File: config.mk
export PLATFORM = sky130hd
export DESIGN_NAME = usb_device_irq_status
export DESIGN_NICKNAME = d
export VERILOG_FILES = /design/src/include/usb_irq_pkg.sv /design/src/verilog/usb_device_irq_status.sv
export SDC_FILE = /design/constraint.sdc
export NUM_CORES = 1
export LEC_CHECK = 0
export ABC_AREA = 1
export BUFFER_PORTS_ARGS = -buffer_cell sky130_fd_sc_hd__buf_2
export CORE_MARGIN = 2
export CORE_UTILIZATION = 55
export CTS_CLUSTER_SIZE = 14
export DETAILED_ROUTE_END_ITERATION = 8
export MAX_ROUTING_LAYER = met4
export PLACE_DENSITY = 0.87
export REMOVE_ABC_BUFFERS = 1
export SLEW_MARGIN = 15
export SYNTH_ARGS = -nofsm -noshare
export SYNTH_HDL_FRONTEND = slang
export SYNTH_SLANG_ARGS = --single-unit
File: constraint.sdc
create_clock -name clk_sys_in -period 10.05 [get_ports clk_sys_in]
set_input_delay 2.01 -clock clk_sys_in [delete_from_list [all_inputs] [get_ports clk_sys_in]]
set_output_delay 2.01 -clock clk_sys_in [all_outputs]
set_load 0.05 [all_outputs]
File: src/include/usb_irq_pkg.sv
// Purpose: constants and carriers for the usb device interrupt status block
// Assumes: 25 MHz system clock, 32-bit AXI4-Lite register port
// Notes: Notes on behaviour listed below
// Notes on behaviour
// RQ1 - speed bit 0 reads 1 in high speed
// RQ2 - suspend flag after 3 ms idle J
// RQ3 - flag interrupts only when enable bit set
// RQ4 - micro-frame flag on each micro start-of-frame
// RQ5 - micro start-of-frame increments microframe, keeps frame
// RQ6 - micro and frame flags never same event
// RQ7 - frame flag on each start-of-frame token
// RQ8 - high speed frame: clear microframe, load frame
// RQ9 - reset-done flag at end of bus reset
// RQ10 - wake flag on line activity, clock stopped
// RQ11 - software restarts controller clock after wake
// RQ12 - host resume done flag on resume end
// RQ13 - remote resume flag while sending resume
// RQ14 - endpoint flags follow enabled endpoint sources
// RQ15 - dma flags follow enabled channel sources
// RQ16 - write one clears event flags 1 to 7
// RQ17 - dma enable bits writable and readable
// RQ18 - reset-done enable set after bus reset
// RQ19 - simultaneous set and clear keeps flag set
package usb_irq_pkg;

	// register byte offsets
	localparam logic [7:0] OFS_FRAME_COUNT = 8'h04;
	localparam logic [7:0] OFS_IRQ_ENABLE = 8'h10;
	localparam logic [7:0] OFS_IRQ_STATUS = 8'h14;
	localparam logic [7:0] OFS_IRQ_CLEAR = 8'h18;

	// status, enable and clear bit layout
	localparam int BIT_SPEED = 0;
	localparam int BIT_SUSPEND = 1;
	localparam int BIT_MICRO_SOF = 2;
	localparam int BIT_SOF = 3;
	localparam int BIT_RESET_DONE = 4;
	localparam int BIT_WAKE = 5;
	localparam int BIT_RESUME_DONE = 6;
	localparam int BIT_REMOTE_RESUME = 7;
	localparam int EVT_LO = 1;
	localparam int EVT_HI = 7;
	localparam int EPT_LO = 8;
	localparam int EPT_SLOTS = 7;
	localparam int DMA_LO = 25;
	localparam int DMA_SLOTS = 6;

	// frame count register layout
	localparam int MICRO_LO = 0;
	localparam int FRAME_LO = 3;
	localparam int FRAME_W = 11;
	localparam int MICRO_W = 3;

	// reset values
	localparam logic [31:0] ENABLE_RESET = 32'h0000_0000;
	localparam logic [31:0] RDATA_RESET = 32'h0000_0000;

	// AXI responses
	localparam logic [1:0] RESP_OKAY = 2'h0;
	localparam logic [1:0] RESP_SLVERR = 2'h2;

	// timing: suspend detect after idle J for this long
	localparam int CLK_KHZ = 25000;
	localparam int SUSPEND_TIME_US = 3000;
	localparam int SUSPEND_CYCLES = (SUSPEND_TIME_US * CLK_KHZ) / 1000;

	// link power state
	typedef enum logic [1:0] {
		pm_active = 2'b01,
		pm_suspended = 2'b10
	} pm_state_e;

	// events reported by the usb protocol engine, synchronous to the clock
	typedef struct packed {
		logic high_speed;
		logic bus_idle_j;
		logic micro_sof;
		logic sof;
		logic [FRAME_W-1:0] frame_num;
		logic bus_reset_done;
		logic line_activity;
		logic host_resume_done;
		logic remote_resume;
	} usb_evt_s;

endpackage

File: src/verilog/usb_device_irq_status.sv
// Purpose: interrupt flags, enables and clear logic of a high speed usb device controller
// Assumes: protocol engine events are synchronous single-cycle pulses or levels
// Notes: registers reached over AXI4-Lite; one level interrupt output
`timescale 1ns/100ps

module usb_device_irq_status #(
	parameter int SUSPEND_CYCLES = usb_irq_pkg::SUSPEND_CYCLES,
	parameter int N_EPT = usb_irq_pkg::EPT_SLOTS,
	parameter int N_DMA = usb_irq_pkg::DMA_SLOTS
) (
	input wire logic clk_sys_in,
	input wire logic resetn_in,
	input wire logic ce_in,
	input wire usb_irq_pkg::usb_evt_s evt_in,
	input wire logic [N_EPT-1:0] ept_src_in,
	input wire logic [N_DMA-1:0] dma_src_in,
	input wire logic [7:0] s_axi_awaddr_in,
	input wire logic s_axi_awvalid_in,
	output logic s_axi_awready_out,
	input wire logic [31:0] s_axi_wdata_in,
	input wire logic [3:0] s_axi_wstrb_in,
	input wire logic s_axi_wvalid_in,
	output logic s_axi_wready_out,
	output logic [1:0] s_axi_bresp_out,
	output logic s_axi_bvalid_out,
	input wire logic s_axi_bready_in,
	input wire logic [7:0] s_axi_araddr_in,
	input wire logic s_axi_arvalid_in,
	output logic s_axi_arready_out,
	output logic [31:0] s_axi_rdata_out,
	output logic [1:0] s_axi_rresp_out,
	output logic s_axi_rvalid_out,
	input wire logic s_axi_rready_in,
	output logic irq_out
);

	localparam int CNT_W = $clog2(SUSPEND_CYCLES + 1);
	localparam logic [CNT_W-1:0] CNT_LAST = CNT_W'(SUSPEND_CYCLES - 1);

	// register map, byte offsets on the 8-bit bus address
	//   each register is one aligned 32-bit word
	//   0x04 frame count  read only: [2:0] microframe, [13:3] frame of the last sof
	//   0x10 enable       read/write: one bit per status bit, bit 0 unused
	//   0x14 status       read only: speed, sticky events 1..7, endpoint and dma levels
	//   0x18 clear        write only: a one on bits 1..7 drops that event flag
	//   anything else answers with a slave error; reads of it return zero
	// status bit layout
	//   bit 0 high speed, bit 1 suspend, bit 2 micro sof, bit 3 sof
	//   bit 4 bus reset done, bit 5 wake-up, bit 6 host resume done
	//   bit 7 remote resume, bits 8..14 endpoints, bits 25..30 dma channels 1..6
	// bus timing seen from the master
	//   a write answers two edges after address and data are both offered
	//   a read answers one edge after its address is offered, on the same edge that takes it
	//   a status read clears events 1..7; the word returned is the one before
	// hazards and limitations
	//   an event in the cycle of its clear keeps the flag, so nothing is lost
	//   only byte lane 0 of a clear write counts; the other lanes hold nothing
	//   endpoint and dma bits follow their sources and are cleared there
	//   the clock enable stalls the bus; only the wake flag and irq keep running
	//   the suspend span is counted in clocks, so a slower clock needs a new
	//   SUSPEND_CYCLES value

	// refuse shapes the register layout cannot hold
	// endpoint and dma fields have fixed room in the status word
	if (SUSPEND_CYCLES < 1 || N_EPT < 1 || N_EPT > usb_irq_pkg::EPT_SLOTS ||
		N_DMA < 1 || N_DMA > usb_irq_pkg::DMA_SLOTS) begin : g_bad_params
		$error("usb_device_irq_status: parameter out of range");
	end

	// reset copy, power state and suspend counter
	logic [1:0] rst_sync;
	logic rst_n;
	usb_irq_pkg::pm_state_e pm_state;
	logic [CNT_W-1:0] idle_cnt;

	// status flags, enables and frame numbering
	logic speed_hs;
	logic [usb_irq_pkg::EVT_HI:usb_irq_pkg::EVT_LO] ev_flags;
	logic wake_flag;
	logic [N_EPT-1:0] ept_flags;
	logic [N_DMA-1:0] dma_flags;
	logic [31:0] irq_enable;
	logic [usb_irq_pkg::FRAME_W-1:0] frame_num;
	logic [usb_irq_pkg::MICRO_W-1:0] micro_num;

	// write halves parked until both are in
	logic aw_held;
	logic w_held;
	logic [7:0] aw_addr;
	logic [31:0] w_data;
	logic [3:0] w_strb;

	// combinational terms
	logic wr_fire;
	logic rd_fire;
	logic suspend_hit;
	logic wake_hit;
	logic [usb_irq_pkg::EVT_HI:usb_irq_pkg::EVT_LO] ev_set;
	logic [usb_irq_pkg::EVT_HI:usb_irq_pkg::EVT_LO] ev_clr;
	logic [31:0] status_word;
	logic [31:0] frame_word;
	logic [31:0] next_rdata;
	logic [1:0] next_rresp;

	// reset release through two flops; assertion stays asynchronous
	// so no flop leaves reset on the edge that also samples an input
	always_ff @(posedge clk_sys_in or negedge resetn_in) begin
		if (!resetn_in) begin
			rst_sync <= 2'h0;
		end else begin
			rst_sync <= {rst_sync[0], 1'b1};
		end
	end
	assign rst_n = rst_sync[1];

	// bus handshakes: one write and one read at a time; readies drop while the
	// clock enable is low, since a frozen slave must not show a handshake that
	// it cannot take
	assign s_axi_awready_out = ce_in && !aw_held;
	assign s_axi_wready_out = ce_in && !w_held;
	assign s_axi_arready_out = ce_in && !s_axi_rvalid_out;
	assign wr_fire = ce_in && aw_held && w_held && !s_axi_bvalid_out;
	assign rd_fire = ce_in && s_axi_arvalid_in && !s_axi_rvalid_out;

	// write address and data may arrive in either order
	// the halves are parked here so the master may release each once taken
	always_ff @(posedge clk_sys_in or negedge rst_n) begin
		if (!rst_n) begin
			aw_held <= 1'b0;
			w_held <= 1'b0;
			aw_addr <= 8'h00;
			w_data <= 32'h0000_0000;
			w_strb <= 4'h0;
		end else if (ce_in) begin
			if (s_axi_awvalid_in && !aw_held) begin
				aw_held <= 1'b1;
				aw_addr <= s_axi_awaddr_in;
			end else if (wr_fire) begin
				aw_held <= 1'b0;
			end
			if (s_axi_wvalid_in && !w_held) begin
				w_held <= 1'b1;
				w_data <= s_axi_wdata_in;
				w_strb <= s_axi_wstrb_in;
			end else if (wr_fire) begin
				w_held <= 1'b0;
			end
		end
	end

	// write response; read-only and unmapped words answer with an error
	// the response waits for bready, so a slow master loses nothing
	always_ff @(posedge clk_sys_in or negedge rst_n) begin
		if (!rst_n) begin
			s_axi_bvalid_out <= 1'b0;
			s_axi_bresp_out <= usb_irq_pkg::RESP_OKAY;
		end else if (ce_in) begin
			if (wr_fire) begin
				s_axi_bvalid_out <= 1'b1;
				if (aw_addr == usb_irq_pkg::OFS_IRQ_ENABLE || aw_addr == usb_irq_pkg::OFS_IRQ_CLEAR) begin
					s_axi_bresp_out <= usb_irq_pkg::RESP_OKAY;
				end else begin
					s_axi_bresp_out <= usb_irq_pkg::RESP_SLVERR;
				end
			end else if (s_axi_bready_in) begin
				s_axi_bvalid_out <= 1'b0;
			end
		end
	end

	// read word assembly
	// decoded from the live read address; only used on the accepting edge
	always_comb begin
		status_word = 32'h0000_0000;
		status_word[usb_irq_pkg::BIT_SPEED] = speed_hs; // RQ1
		status_word[usb_irq_pkg::EVT_HI:usb_irq_pkg::EVT_LO] = ev_flags;
		status_word[usb_irq_pkg::BIT_WAKE] = wake_flag;
		status_word[usb_irq_pkg::EPT_LO +: N_EPT] = ept_flags;
		status_word[usb_irq_pkg::DMA_LO +: N_DMA] = dma_flags;
		frame_word = 32'h0000_0000;
		frame_word[usb_irq_pkg::MICRO_LO +: usb_irq_pkg::MICRO_W] = micro_num;
		frame_word[usb_irq_pkg::FRAME_LO +: usb_irq_pkg::FRAME_W] = frame_num;
		next_rresp = usb_irq_pkg::RESP_OKAY;
		case (s_axi_araddr_in)
			usb_irq_pkg::OFS_IRQ_STATUS: next_rdata = status_word;
			usb_irq_pkg::OFS_IRQ_ENABLE: next_rdata = irq_enable; // RQ17
			usb_irq_pkg::OFS_FRAME_COUNT: next_rdata = frame_word;
			default: begin
				next_rdata = 32'h0000_0000;
				next_rresp = usb_irq_pkg::RESP_SLVERR;
			end
		endcase
	end

	// read data channel, registered
	// data are frozen while rvalid stands, so a stalled master sees one word
	always_ff @(posedge clk_sys_in or negedge rst_n) begin
		if (!rst_n) begin
			s_axi_rvalid_out <= 1'b0;
			s_axi_rdata_out <= usb_irq_pkg::RDATA_RESET;
			s_axi_rresp_out <= usb_irq_pkg::RESP_OKAY;
		end else if (ce_in) begin
			if (rd_fire) begin
				s_axi_rvalid_out <= 1'b1;
				s_axi_rdata_out <= next_rdata;
				s_axi_rresp_out <= next_rresp;
			end else if (s_axi_rready_in) begin
				s_axi_rvalid_out <= 1'b0;
			end
		end
	end

	// enable register; byte lanes honoured, bus reset end re-arms its enable
	// the re-arm comes after the write lanes, so it wins a same-cycle write
	always_ff @(posedge clk_sys_in or negedge rst_n) begin
		if (!rst_n) begin
			irq_enable <= usb_irq_pkg::ENABLE_RESET;
		end else if (ce_in) begin
			if (wr_fire && aw_addr == usb_irq_pkg::OFS_IRQ_ENABLE) begin
				for (int i = 0; i < 4; i++) begin
					if (w_strb[i]) begin
						irq_enable[i*8 +: 8] <= w_data[i*8 +: 8]; // RQ17
					end
				end
			end
			if (evt_in.bus_reset_done) begin
				irq_enable[usb_irq_pkg::BIT_RESET_DONE] <= 1'b1; // RQ18
			end
		end
	end

	// speed status follows the engine's current mode
	// one flop of delay keeps the status word in step with the event flags
	always_ff @(posedge clk_sys_in or negedge rst_n) begin
		if (!rst_n) begin
			speed_hs <= 1'b0;
		end else if (ce_in) begin
			speed_hs <= evt_in.high_speed; // RQ1
		end
	end

	// idle J counter; counting stops once suspended so the flag fires once
	// any non-J cycle restarts the count; the span is SUSPEND_CYCLES clocks
	always_ff @(posedge clk_sys_in or negedge rst_n) begin
		if (!rst_n) begin
			idle_cnt <= '0;
		end else if (ce_in) begin
			if (!evt_in.bus_idle_j || pm_state != usb_irq_pkg::pm_active || suspend_hit) begin
				idle_cnt <= '0;
			end else begin
				idle_cnt <= idle_cnt + 1'b1;
			end
		end
	end
	assign suspend_hit = evt_in.bus_idle_j && pm_state == usb_irq_pkg::pm_active &&
		idle_cnt == CNT_LAST; // RQ2

	// wake only from line activity, never from our own upstream resume
	// the power state is frozen with the clock enable, so it still gates this
	assign wake_hit = pm_state == usb_irq_pkg::pm_suspended && evt_in.line_activity &&
		!evt_in.remote_resume; // RQ10

	// link power state
	// a bus reset end also leaves suspend, since the host restarts the link
	always_ff @(posedge clk_sys_in or negedge rst_n) begin
		if (!rst_n) begin
			pm_state <= usb_irq_pkg::pm_active;
		end else if (ce_in) begin
			case (pm_state)
				usb_irq_pkg::pm_active: begin
					if (suspend_hit) begin
						pm_state <= usb_irq_pkg::pm_suspended;
					end
				end
				usb_irq_pkg::pm_suspended: begin
					if (evt_in.line_activity || evt_in.bus_reset_done) begin
						pm_state <= usb_irq_pkg::pm_active;
					end
				end
				default: pm_state <= usb_irq_pkg::pm_active;
			endcase
		end
	end

	// frame and microframe numbering
	// a sof outranks a micro sof in the same cycle; microframe wraps at eight
	always_ff @(posedge clk_sys_in or negedge rst_n) begin
		if (!rst_n) begin
			frame_num <= '0;
			micro_num <= '0;
		end else if (ce_in) begin
			if (evt_in.sof) begin
				frame_num <= evt_in.frame_num; // RQ8
				if (evt_in.high_speed) begin
					micro_num <= '0; // RQ8
				end
			end else if (evt_in.micro_sof) begin
				micro_num <= micro_num + 1'b1; // RQ5
			end
		end
	end

	// event set and clear terms; a status read also clears, as the bus expects
	// the read clear takes every event bit, wake included
	always_comb begin
		ev_set = '0;
		ev_set[usb_irq_pkg::BIT_SUSPEND] = suspend_hit; // RQ2
		ev_set[usb_irq_pkg::BIT_MICRO_SOF] = evt_in.micro_sof && !evt_in.sof; // RQ4 RQ6
		ev_set[usb_irq_pkg::BIT_SOF] = evt_in.sof; // RQ7
		ev_set[usb_irq_pkg::BIT_RESET_DONE] = evt_in.bus_reset_done; // RQ9
		ev_set[usb_irq_pkg::BIT_RESUME_DONE] = evt_in.host_resume_done; // RQ12
		ev_set[usb_irq_pkg::BIT_REMOTE_RESUME] = evt_in.remote_resume; // RQ13
		ev_clr = '0;
		if (wr_fire && aw_addr == usb_irq_pkg::OFS_IRQ_CLEAR && w_strb[0]) begin
			ev_clr = w_data[usb_irq_pkg::EVT_HI:usb_irq_pkg::EVT_LO]; // RQ16
		end
		if (rd_fire && s_axi_araddr_in == usb_irq_pkg::OFS_IRQ_STATUS) begin
			ev_clr = '1;
		end
	end

	// sticky event flags; set wins over clear (bit 5 lives in wake_flag)
	// a set in the cycle of a clear keeps the flag, so no event is lost
	always_ff @(posedge clk_sys_in or negedge rst_n) begin
		if (!rst_n) begin
			ev_flags <= '0;
		end else if (ce_in) begin
			ev_flags <= ((ev_flags & ~ev_clr) | ev_set) &
				~(7'(1) << (usb_irq_pkg::BIT_WAKE - usb_irq_pkg::EVT_LO)); // RQ19
		end
	end

	// wake flag keeps running while the clock enable is low, so a
	// suspended controller with its clock gated still sees the wake-up
	always_ff @(posedge clk_sys_in or negedge rst_n) begin
		if (!rst_n) begin
			wake_flag <= 1'b0;
		end else if (wake_hit) begin
			wake_flag <= 1'b1; // RQ10 RQ19
		end else if (ev_clr[usb_irq_pkg::BIT_WAKE]) begin
			wake_flag <= 1'b0; // RQ16
		end
	end

	// endpoint and dma flags track their enabled sources; not clearable here
	// software clears them at the source; one flop keeps irq timing even
	always_ff @(posedge clk_sys_in or negedge rst_n) begin
		if (!rst_n) begin
			ept_flags <= '0;
			dma_flags <= '0;
		end else if (ce_in) begin
			ept_flags <= ept_src_in & irq_enable[usb_irq_pkg::EPT_LO +: N_EPT]; // RQ14
			dma_flags <= dma_src_in & irq_enable[usb_irq_pkg::DMA_LO +: N_DMA]; // RQ15
		end
	end

	// one level interrupt, gated bit by bit by the enable register
	// left ungated by the clock enable so a wake-up reaches the processor
	always_ff @(posedge clk_sys_in or negedge rst_n) begin
		if (!rst_n) begin
			irq_out <= 1'b0;
		end else begin
			irq_out <= |(status_word & irq_enable &
				~(32'h0000_0001 << usb_irq_pkg::BIT_SPEED)); // RQ3
		end
	end

endmodule // usb_device_irq_status
# After elaboration in Yosys (flattened, before gate mapping)
# Index checks and enable logic that the tools add are counted.
op_classes:
  n_addsub: 2
  eq_ne: 12
  mux: 24
  n_bitwise: 6
  reduce_logical: 56
ops:
  columns: ["op", "count"]
  rows:
  - ["case mux 32 bit (3 select lines)", 1]
  - ["bitwise AND 31 x 32 -> 32 bit", 1]
  - ["equality test 8 x 5 -> 1 bit, second input constant", 4]
  - ["OR reduction 31 bit", 1]
  - ["AND reduction 3 bit", 7]
  - ["logical AND 1 bit", 19]
  - ["AND reduction 2 bit", 9]
  - ["adder 17 x 1 -> 17 bit, second input constant", 1]
  - ["equality test 17 bit, second input constant", 1]
  - ["2-to-1 mux 17 bit", 1]
  - ["nonzero test 2 bit", 8]
  - ["bitwise AND 7 bit", 2]
  - ["2-to-1 mux 7 bit", 2]
  - ["2-to-1 mux 1 bit", 10]
  - ["2-to-1 mux 5 bit", 2]
  - ["2-to-1 mux 3 bit", 3]
  - ["equality test 8 x 3 -> 1 bit, second input constant", 1]
  - ["2-to-1 mux 2 bit", 4]
  - ["logical NOT 1 bit", 7]
  - ["NOT 7 bit", 1]
  - ["OR 7 bit", 1]
  - ["bitwise AND 6 bit", 1]
  - ["inequality test 2 x 1 -> 1 bit, second input constant", 3]
  - ["logical OR 1 bit", 4]
  - ["other kinds (6)", 6]
word_totals:
  ff_bits: 173
  in_bits: 92
  out_inout_bits: 42
  wordCells: 126

# Depth between registers and ports, before layout
# Gate-level depths: netlist of the first run.
logic_depth:
  ltp_word: 10
  mapped_depth: 11
  mapped_depth_nobuf: 10

# Least setup slack after synthesis of the first run
# OpenSTA, ideal clock, no wires.
synth_path:
  kind: "input to output"
  from: "in ce_in"
  to: "out s_axi_arready_out"
  arrival_ps: 3037
  required_ps: 8040
  path_slack_ps: 5003
  stages: 4
  n_path_buf: 2
  path_cell_list: "inv_2 -> buf_2 -> buf_2 -> nor2_1"
synth_between:
  elab_chain_cells: 1
synth_lines:
  columns: ["item", "line_no", "text"]
  rows:
  - ["start, declared", "usb_device_irq_status.sv:13", "input wire logic ce_in,"]
  - ["logical AND 1 bit", "usb_device_irq_status.sv:121", "assign s_axi_arready_out = ce_in && !s_axi_rvalid_out;"]
  - ["end, declared", "usb_device_irq_status.sv:29", "output logic s_axi_arready_out,"]
# Every way passes these cells.

# Worst setup path after layout of the first run
layout_path:
  from: "in ce_in"
  to: "out s_axi_wready_out"
layout_between:
  elab_chain_cells: 1
layout_lines:
  columns: ["item", "line_no", "text"]
  rows:
  - ["logical AND 1 bit", "usb_device_irq_status.sv:120", "assign s_axi_wready_out = ce_in && !w_held;"]
  - ["end, declared", "usb_device_irq_status.sv:23", "output logic s_axi_wready_out,"]
# Every way passes these cells.

==> results of run 1 <==
final cells by class:
cell class / instances / area (sq um)
clock buffers: 27 / 513.0
clock inverters: 5 / 56.30
fillers: 1095 / 4766
inverters: 71 / 267.8
multi-input cells: 596 / 2999
repair buffers: 139 / 715.7
flip-flops and latches: 171 / 4284
well taps: 180 / 225.2
per-layer routing:
metal / global-route usage / share of wire / routed length [microns]
met3: 0.06089 / 0.070 / 1264
met2: 0.4254 / 0.49 / 8962
met5: - / 0 / 0
met1: 0.3341 / 0.42 / 7621
met4: 0.07399 / 0.016 / 285
per-stage QoR:
step	util	power, uW	hold slack [ps]	setup slack [ps]
global placement	0.6142	1173	331.6	4778
floorplan	-	1096	331.2	4934
detailed placement	0.6142	1191	334.8	4773
global route	0.6553	1907	358.0	4706
CTS	0.6553	1826	331.5	4774
finish	0.6553	1814	307.1	4785
logic make-up (layout without fill, tap and decap cells):
group           Yosys count  in the layout  share of synthesized area
simple gates            465            465                     0.2639
flops                   171            171                     0.5504
buf+inv                 108            242                    0.06500
compound gates          101            101                    0.08077
mux                      19             19                    0.02896
xor+xnor                  6              6                   0.006758
fa+ha+maj                 2              2                   0.003218
other cells               2              3                  0.0009658
layout by cell type (no fill, tap or decap), types with 4 or more instances in the layout:
| cell type | n |
|---|---|
| a21oi_1 | 40 |
| buf_2 | 131 |
| buf_4 | 8 |
| clkbuf_1 | 5 |
| clkbuf_16 | 17 |
| clkbuf_8 | 5 |
| dfrtp_1 | 169 |
| inv_1 | 68 |
| mux2_2 | 15 |
| nand2_1 | 245 |
| nand2_2 | 4 |
| nand3_1 | 106 |
| nand3_4 | 4 |
| nand4_1 | 7 |
| nor2_1 | 79 |
| nor2_2 | 4 |
| nor2_4 | 5 |
| o21ai_0 | 15 |
| o21ai_1 | 12 |
| o21ai_2 | 27 |
| xor2_1 | 6 |
registers in the layout, indices dropped and copies added (netlist names), 2 cells and up:
signal,flops
w_data,32
frame_num,11
aw_addr,8
irq_enable,32
w_strb,4
pm_state,2
s_axi_rdata_out,32
micro_num,3
ev_flags,6
rst_sync,2
ept_flags,7
dma_flags,6
idle_cnt,17
worst max-delay path by stage:
stage	start	end	slack, ps
2_1_floorplan	rst_sync[1]	aw_addr[0]	4930
3_3_place_gp	ce_in	s_axi_arready_out	4780
3_5_place_dp	ce_in	s_axi_wready_out	4770
4_1_cts	ce_in	s_axi_wready_out	4770
5_1_grt	ce_in	s_axi_wready_out	4710
6_report	ce_in	s_axi_wready_out	4790
power by group:
part / switching, uW / internal (uW) / total (uW)
clock: 260 / 375 / 634
combinational: 208 / 104 / 312
sequential: 63.4 / 804 / 868
total: 531 / 1280 / 1810
critical path, delay by kind of cell:
family                 cells  cell delay (ps)
AND/OR/NAND/NOR            1              180
buffers and inverters      4             1060
==> metrics.md, run 1 <==
| Metric | Value |
|---|---|
| Outcome | finished clean |
| Final setup vio count | 0 |
| Tcrit/Tclk final | 0.5239 |
| CTS tree | built |
| CP Capture Type | output pin |
| Pins Over Slew Limit | 0 |
| Drt first pass iters | 5 |
| CP Data Arrival Time | 3250 ps |
| Post-CTS setup repair buffer count | 0 |
| Clock Latency Late Sink | 430 ps |
| Crit-path most repeated cell | buf_2 |
| Fin cells | 1189 |
| Setup TNS | 0 ps |
| Worst rel slew slack | 0.2820 |
| Measured slew at the worst slew-check pin | between 1000 and 1500 ps |
| Worst r2r src | s_axi_rvalid_out |
| CTS clk-pin slew, worst paths | 60 ps |
| Worst ir drop on vdd | 0.0001521 V |
| Total Wirelength | 18130 microns |
| Post-synth top cells | nand2_1 (245), dfrtp_1 (170), nand3_1 (106), nor2_1 (81), inv_1 (68) |
| Fmax | around 190 MHz |
| Path type of the worst setup path | in2out |
| First-pass GRT wire length | approximately 30000 microns |
| Clk sinks | between 150 and 200 |
| # IOs | 134 |
| Layout cells sized above 1 | 0.2379 |
| Syn Area/Cell | 8.897 sq um |
| Register area share after synthesis | 0.5504 |
| CTS Root Cell | clkbuf_16 |
| Crit Reg-Reg Endpoint | s_axi_rdata_out[24] |
| Die area | 15110 sq um |
| Initial Util | 0.5624 |
| Drt via density | 5.410 |
| Max_cap viols | 0 |
| FF-to-FF setup slack | 8080 ps |
| Worst Path Max Fanout | 32 |
| GRT overflow | 0 |
| Nets | 1090 |
| Top-count cell post-synth | nand2_1 |
| Final Hold Fails | 0 |
| Routed vias | roughly 6400 |
| Pin count of the biggest net entering global routing | 74 |
| WL per Instance | 15.25 microns |
| Clock tree buffer depth | 2 |
| Placed Area | 8492 sq um |
| Post-synthesis register bit count | 171 |
| Clk_skew | 10.26 ps |
| CP Launch Type | input pin |
| Vias in the first global route | 6161 |
| Critical path's slowest cell | buf_4 |
| Antenna fix cells | 0 |
| Hold WC Path Type | reg2async |
| Leakage power total | around 0.0047 uW |
| Netlist cell types | 39 |
| Ys async rst share | 1.000 |
| RSZ-0062 raised after global routing | no |
| Syn Inst Count | between 800 and 900 |
| Cell Rows | between 40 and 50 |
| FF-to-FF path depth | 5 |
| Global-route usage over all layers | 0.2628 |
| Worst Path Required | 8040 ps |
| Core Footprint | between 10000 and 15000 sq um |
| Fraction of synthesized cell area taken by the top area cell type | 0.5471 |
| PortBufs | 131 |
| Final ANT Viol Nets | 0 |
| Yosys warns | 0 |
| DRC | 0 |
| CP Cell Sequence | buf_2 -> buf_4 -> inv_2 -> nor2_4 -> buf_2 |
| Top cells by area, synth | dfrtp_1 (55%), nand2_1 (12%), nand3_1 (6.8%) |
| Post-placement cell count | 1157 |
| Mapped cell area | between 7000 and 8000 sq um |
| CTS H-Tree Depth | 4 |
| Power per cell area | 200.2 nW/um^2 |
| TritonCTS Buffers | 17 |
| Post-synth EDFFs | 0 |
| Highest cell delay on the worst timing path | approximately 360 ps |
| Synth area leader | dfrtp_1 |
| Design Area, Final | 9061 sq um |
| Final min period | 5265 ps |
| Chip Width | between 100 and 150 microns |
| # resized after CTS | 0 |
| Starting DRT DRC Count | approximately 630 |
| Area grow syn2layout | 16.52% |
| Hold buffers post-CTS | 0 |
| Die Height | 122.9 microns |
| Initial antenna violation count | 0 |
| Ys flop type | dfrtp_1 |
| Global placement routability congestion | 0.8691 |
| Dpl hpwl | 12250 microns |
(Power assumes the default switching activity.)
==> run 2, diff against run 1 <==
--- a/config.mk
+++ b/config.mk
@@ -8,11 +8,11 @@
 export ABC_AREA = 1
 export BUFFER_PORTS_ARGS = -buffer_cell sky130_fd_sc_hd__buf_2
 export CORE_MARGIN = 2
-export CORE_UTILIZATION = 55
+export CORE_UTILIZATION = 51
 export CTS_CLUSTER_SIZE = 14
 export DETAILED_ROUTE_END_ITERATION = 8
 export MAX_ROUTING_LAYER = met4
-export PLACE_DENSITY = 0.87
+export PLACE_DENSITY = 0.85
 export REMOVE_ABC_BUFFERS = 1
 export SLEW_MARGIN = 15
 export SYNTH_ARGS = -nofsm -noshare
==> constraint.sdc (replaced) <==
create_clock -name clk_sys_in -period 4.4 [get_ports clk_sys_in]
set_input_delay 0.88 -clock clk_sys_in [delete_from_list [all_inputs] [get_ports clk_sys_in]]
set_output_delay 0.88 -clock clk_sys_in [all_outputs]
set_load 0.05 [all_outputs]
==> run 2 against run 1 <==
Sequential cell count stayed put; die area increased by 7.6%; final cell count grew 0.67%; first-iteration DRC count increased by 8.6%; power up 140%; non-clock buffer count fell by 1; combinational power increased by 130%; critical path type unchanged; largest cell class unchanged.
==> metrics.md, run 2 (synthesis results as in run 1) <==
| Metric | Value |
|---|---|
| Outcome | finished clean |
| Worst Path Max Fanout | 22 (-31%) |
| Total Wirelength | 18500 microns (+2.0%) |
| Layout cells sized above 1 | 0.2393 (+0.001465) |
| # IOs | 134 (unchanged) |
| Final setup vio count | 0 (unchanged) |
| Core Footprint | 15030 sq um (+8.7%) |
| Hold buffers post-CTS | 0 (unchanged) |
| Fin cells | 1197 (+0.67%) |
| CTS Root Cell | clkbuf_16 |
| Worst ir drop on vdd | 0.0003104 V (+100%) |
| Measured slew at the worst slew-check pin | 989.2 ps (-81.94 ps) |
| DRC | 0 (unchanged) |
| Post-placement cell count | 1164 (+0.61%) |
| Final ANT Viol Nets | 0 (unchanged) |
| Met2 GRT Util | 0.3831 (-0.04228) |
| # resized after CTS | 0 (unchanged) |
| Vias in the first global route | 6202 (+0.67%) |
| Hold WS | 231.7 ps (-75.39 ps) |
| CP startpoint | ce_in |
| Hold WC Path Type | in2async |
| Clock Latency Late Sink | 420 ps (about the same) |
| Storage element area | 4284 sq um (unchanged) |
| Post-CTS setup repair buffer count | 0 (unchanged) |
| Pin count of the biggest net entering global routing | 102 (+38%) |
| Leakage power total | 0.004722 uW (+0.81%) |
| Met1 Track Usage GR | 0.3201 (-0.01393) |
| CP Launch Type | input pin |
| CP Capture Type | output pin |
| Clk sinks | 171 (unchanged) |
| Setup TNS | 0 ps (unchanged) |
| Crit Reg-Reg Endpoint | idle_cnt[12] |
| RSZ-0062 raised after global routing | no |
| Path type of the worst setup path | in2out |
| Commonest cells after routing, fill and taps aside | nand2_1 (245), dfrtp_1 (169), buf_2 (131) |
| Drt first pass iters | 5 (unchanged) |
| WL per Instance | 15.46 microns (+1.3%) |
| Drt via density | 5.344 (-1.2%) |
| Design Area, Final | 9149 sq um (+0.97%) |
| Tcrit/Tclk final | 0.5978 |
| Most common cell after layout, fill and taps aside | nand2_1 |
| Area grow syn2layout | 17.65% |
| Cell Rows | 45 (+4.7%) |
| Global placement routability congestion | 0.8879 (+2.2%) |
| Initial antenna violation count | 2 (+2) |
| Fmax | 380.2 MHz |
| CTS H-Tree Depth | 4 (unchanged) |
| Clk_skew | 7.113 ps (-3.148 ps) |
| Max_cap viols | 0 (unchanged) |
| Final Hold Fails | 0 (unchanged) |
| Worst Path Required | 3520 ps (-4520 ps) |
| Tot Pwr | 4302 uW (+140%) |
| Nets | 1089 (-0.092%) |
| CTS clk-pin slew, worst paths | 60 ps (about the same) |
| Die area | 16250 sq um (+7.6%) |
| CP Data Arrival Time | 1750 ps (-1500 ps) |
| Chip Width | 127.5 microns (+3.7%) |
| Initial Util | 0.5173 (-0.04512) |
| PortBufs | 131 (unchanged) |
| First-pass GRT wire length | 30190 microns (+1.8%) |
| Dpl hpwl | 12420 microns (+1.4%) |
| Largest registers | irq_enable (32), s_axi_rdata_out (32), w_data (32) |
| Filler cell count | 1224 (+12%) |
| Starting DRT DRC Count | 682 (+8.6%) |
| Final min period | between 2000 and 3000 ps |
| Area occupied by multi-input gates | 2999 sq um (unchanged) |
| Most Used Layer, Global Route | met2 |
| Routed vias | 6397 (-0.56%) |
| TritonCTS Buffers | 17 (unchanged) |
| GRT overflow | 0 (unchanged) |
| Met3 Usage GRT | 0.04816 (-0.01273) |
| FF-to-FF setup slack | 2510 ps (-5570 ps) |
| Placed Area | 8507 sq um (+0.18%) |
| Global-route usage over all layers | 0.2448 (-0.01796) |
| CTS tree | built |
| Power per cell area | 470.2 nW/um^2 (+130%) |
| Die Height | 127.5 microns (+3.7%) |
| Pins Over Slew Limit | 0 (unchanged) |
| Clock tree buffer depth | 2 (unchanged) |
| Worst r2r src | idle_cnt[0] |
| Worst rel slew slack | 0.3370 (+0.05493) |
| FF-to-FF path depth | 10 (+5) |
==> run 2: cell count changes in the layout (fill, tap and decap cells not counted) <==
cell,change
bufinv_16,+3
inv_6,-1
clkbuf_1,-3
clkinv_2,+1
buf_12,+1
diode_2,+2
buf_4,-2
clkinvlp_4,-1
==> run 2: final cells by class <==
type / count / area share
multi-input combinational: 596 / 0.3278
tap: 188 / 0.02571
sequential: 171 / 0.4683
antenna: 2 / 0.0005470
clock buffer: 24 / 0.05484
timing repair buffer: 138 / 0.07877
inverter: 71 / 0.02927
clock inverter: 7 / 0.01477
==> run 2: per-stage QoR <==
stage	utilization	setup WS (ps)
after floorplan	-	-715.9
after global placement	0.5659	1733
after detailed placement	0.5659	1610
after CTS	0.6082	1795
after global routing	0.6086	1707
final	0.6086	1770
==> run 2: worst max path at each step <==
stage                                    to  slack (ps)  depth (start not counted)
after global placement           w_data[16]        1730                          7
after CTS                 s_axi_arready_out        1800                          4
after detailed placement         w_data[23]        1610                          7
after floorplan                  aw_addr[0]        -720                          0
after global routing      s_axi_arready_out        1710                          4
final                     s_axi_arready_out        1770                          4
==> run 2: where the power goes <==
part	internal, uW	switching (uW)	total, uW
Clock	1020	582	1600
Sequential	1840	152	1990
Combinational	239	472	711
==> run 2: routing by layer <==
metal  wire, microns  vias up
met2            8955      213
li1                -     3056
met4             503        0
met1            7945     3091
met3            1098       37
met5               0        -
==> run 2: worst max-delay path, cell delays in order <==
cell	delay (ps)
buf_2	110
inv_2	420
nor2_1	100
buf_2	240
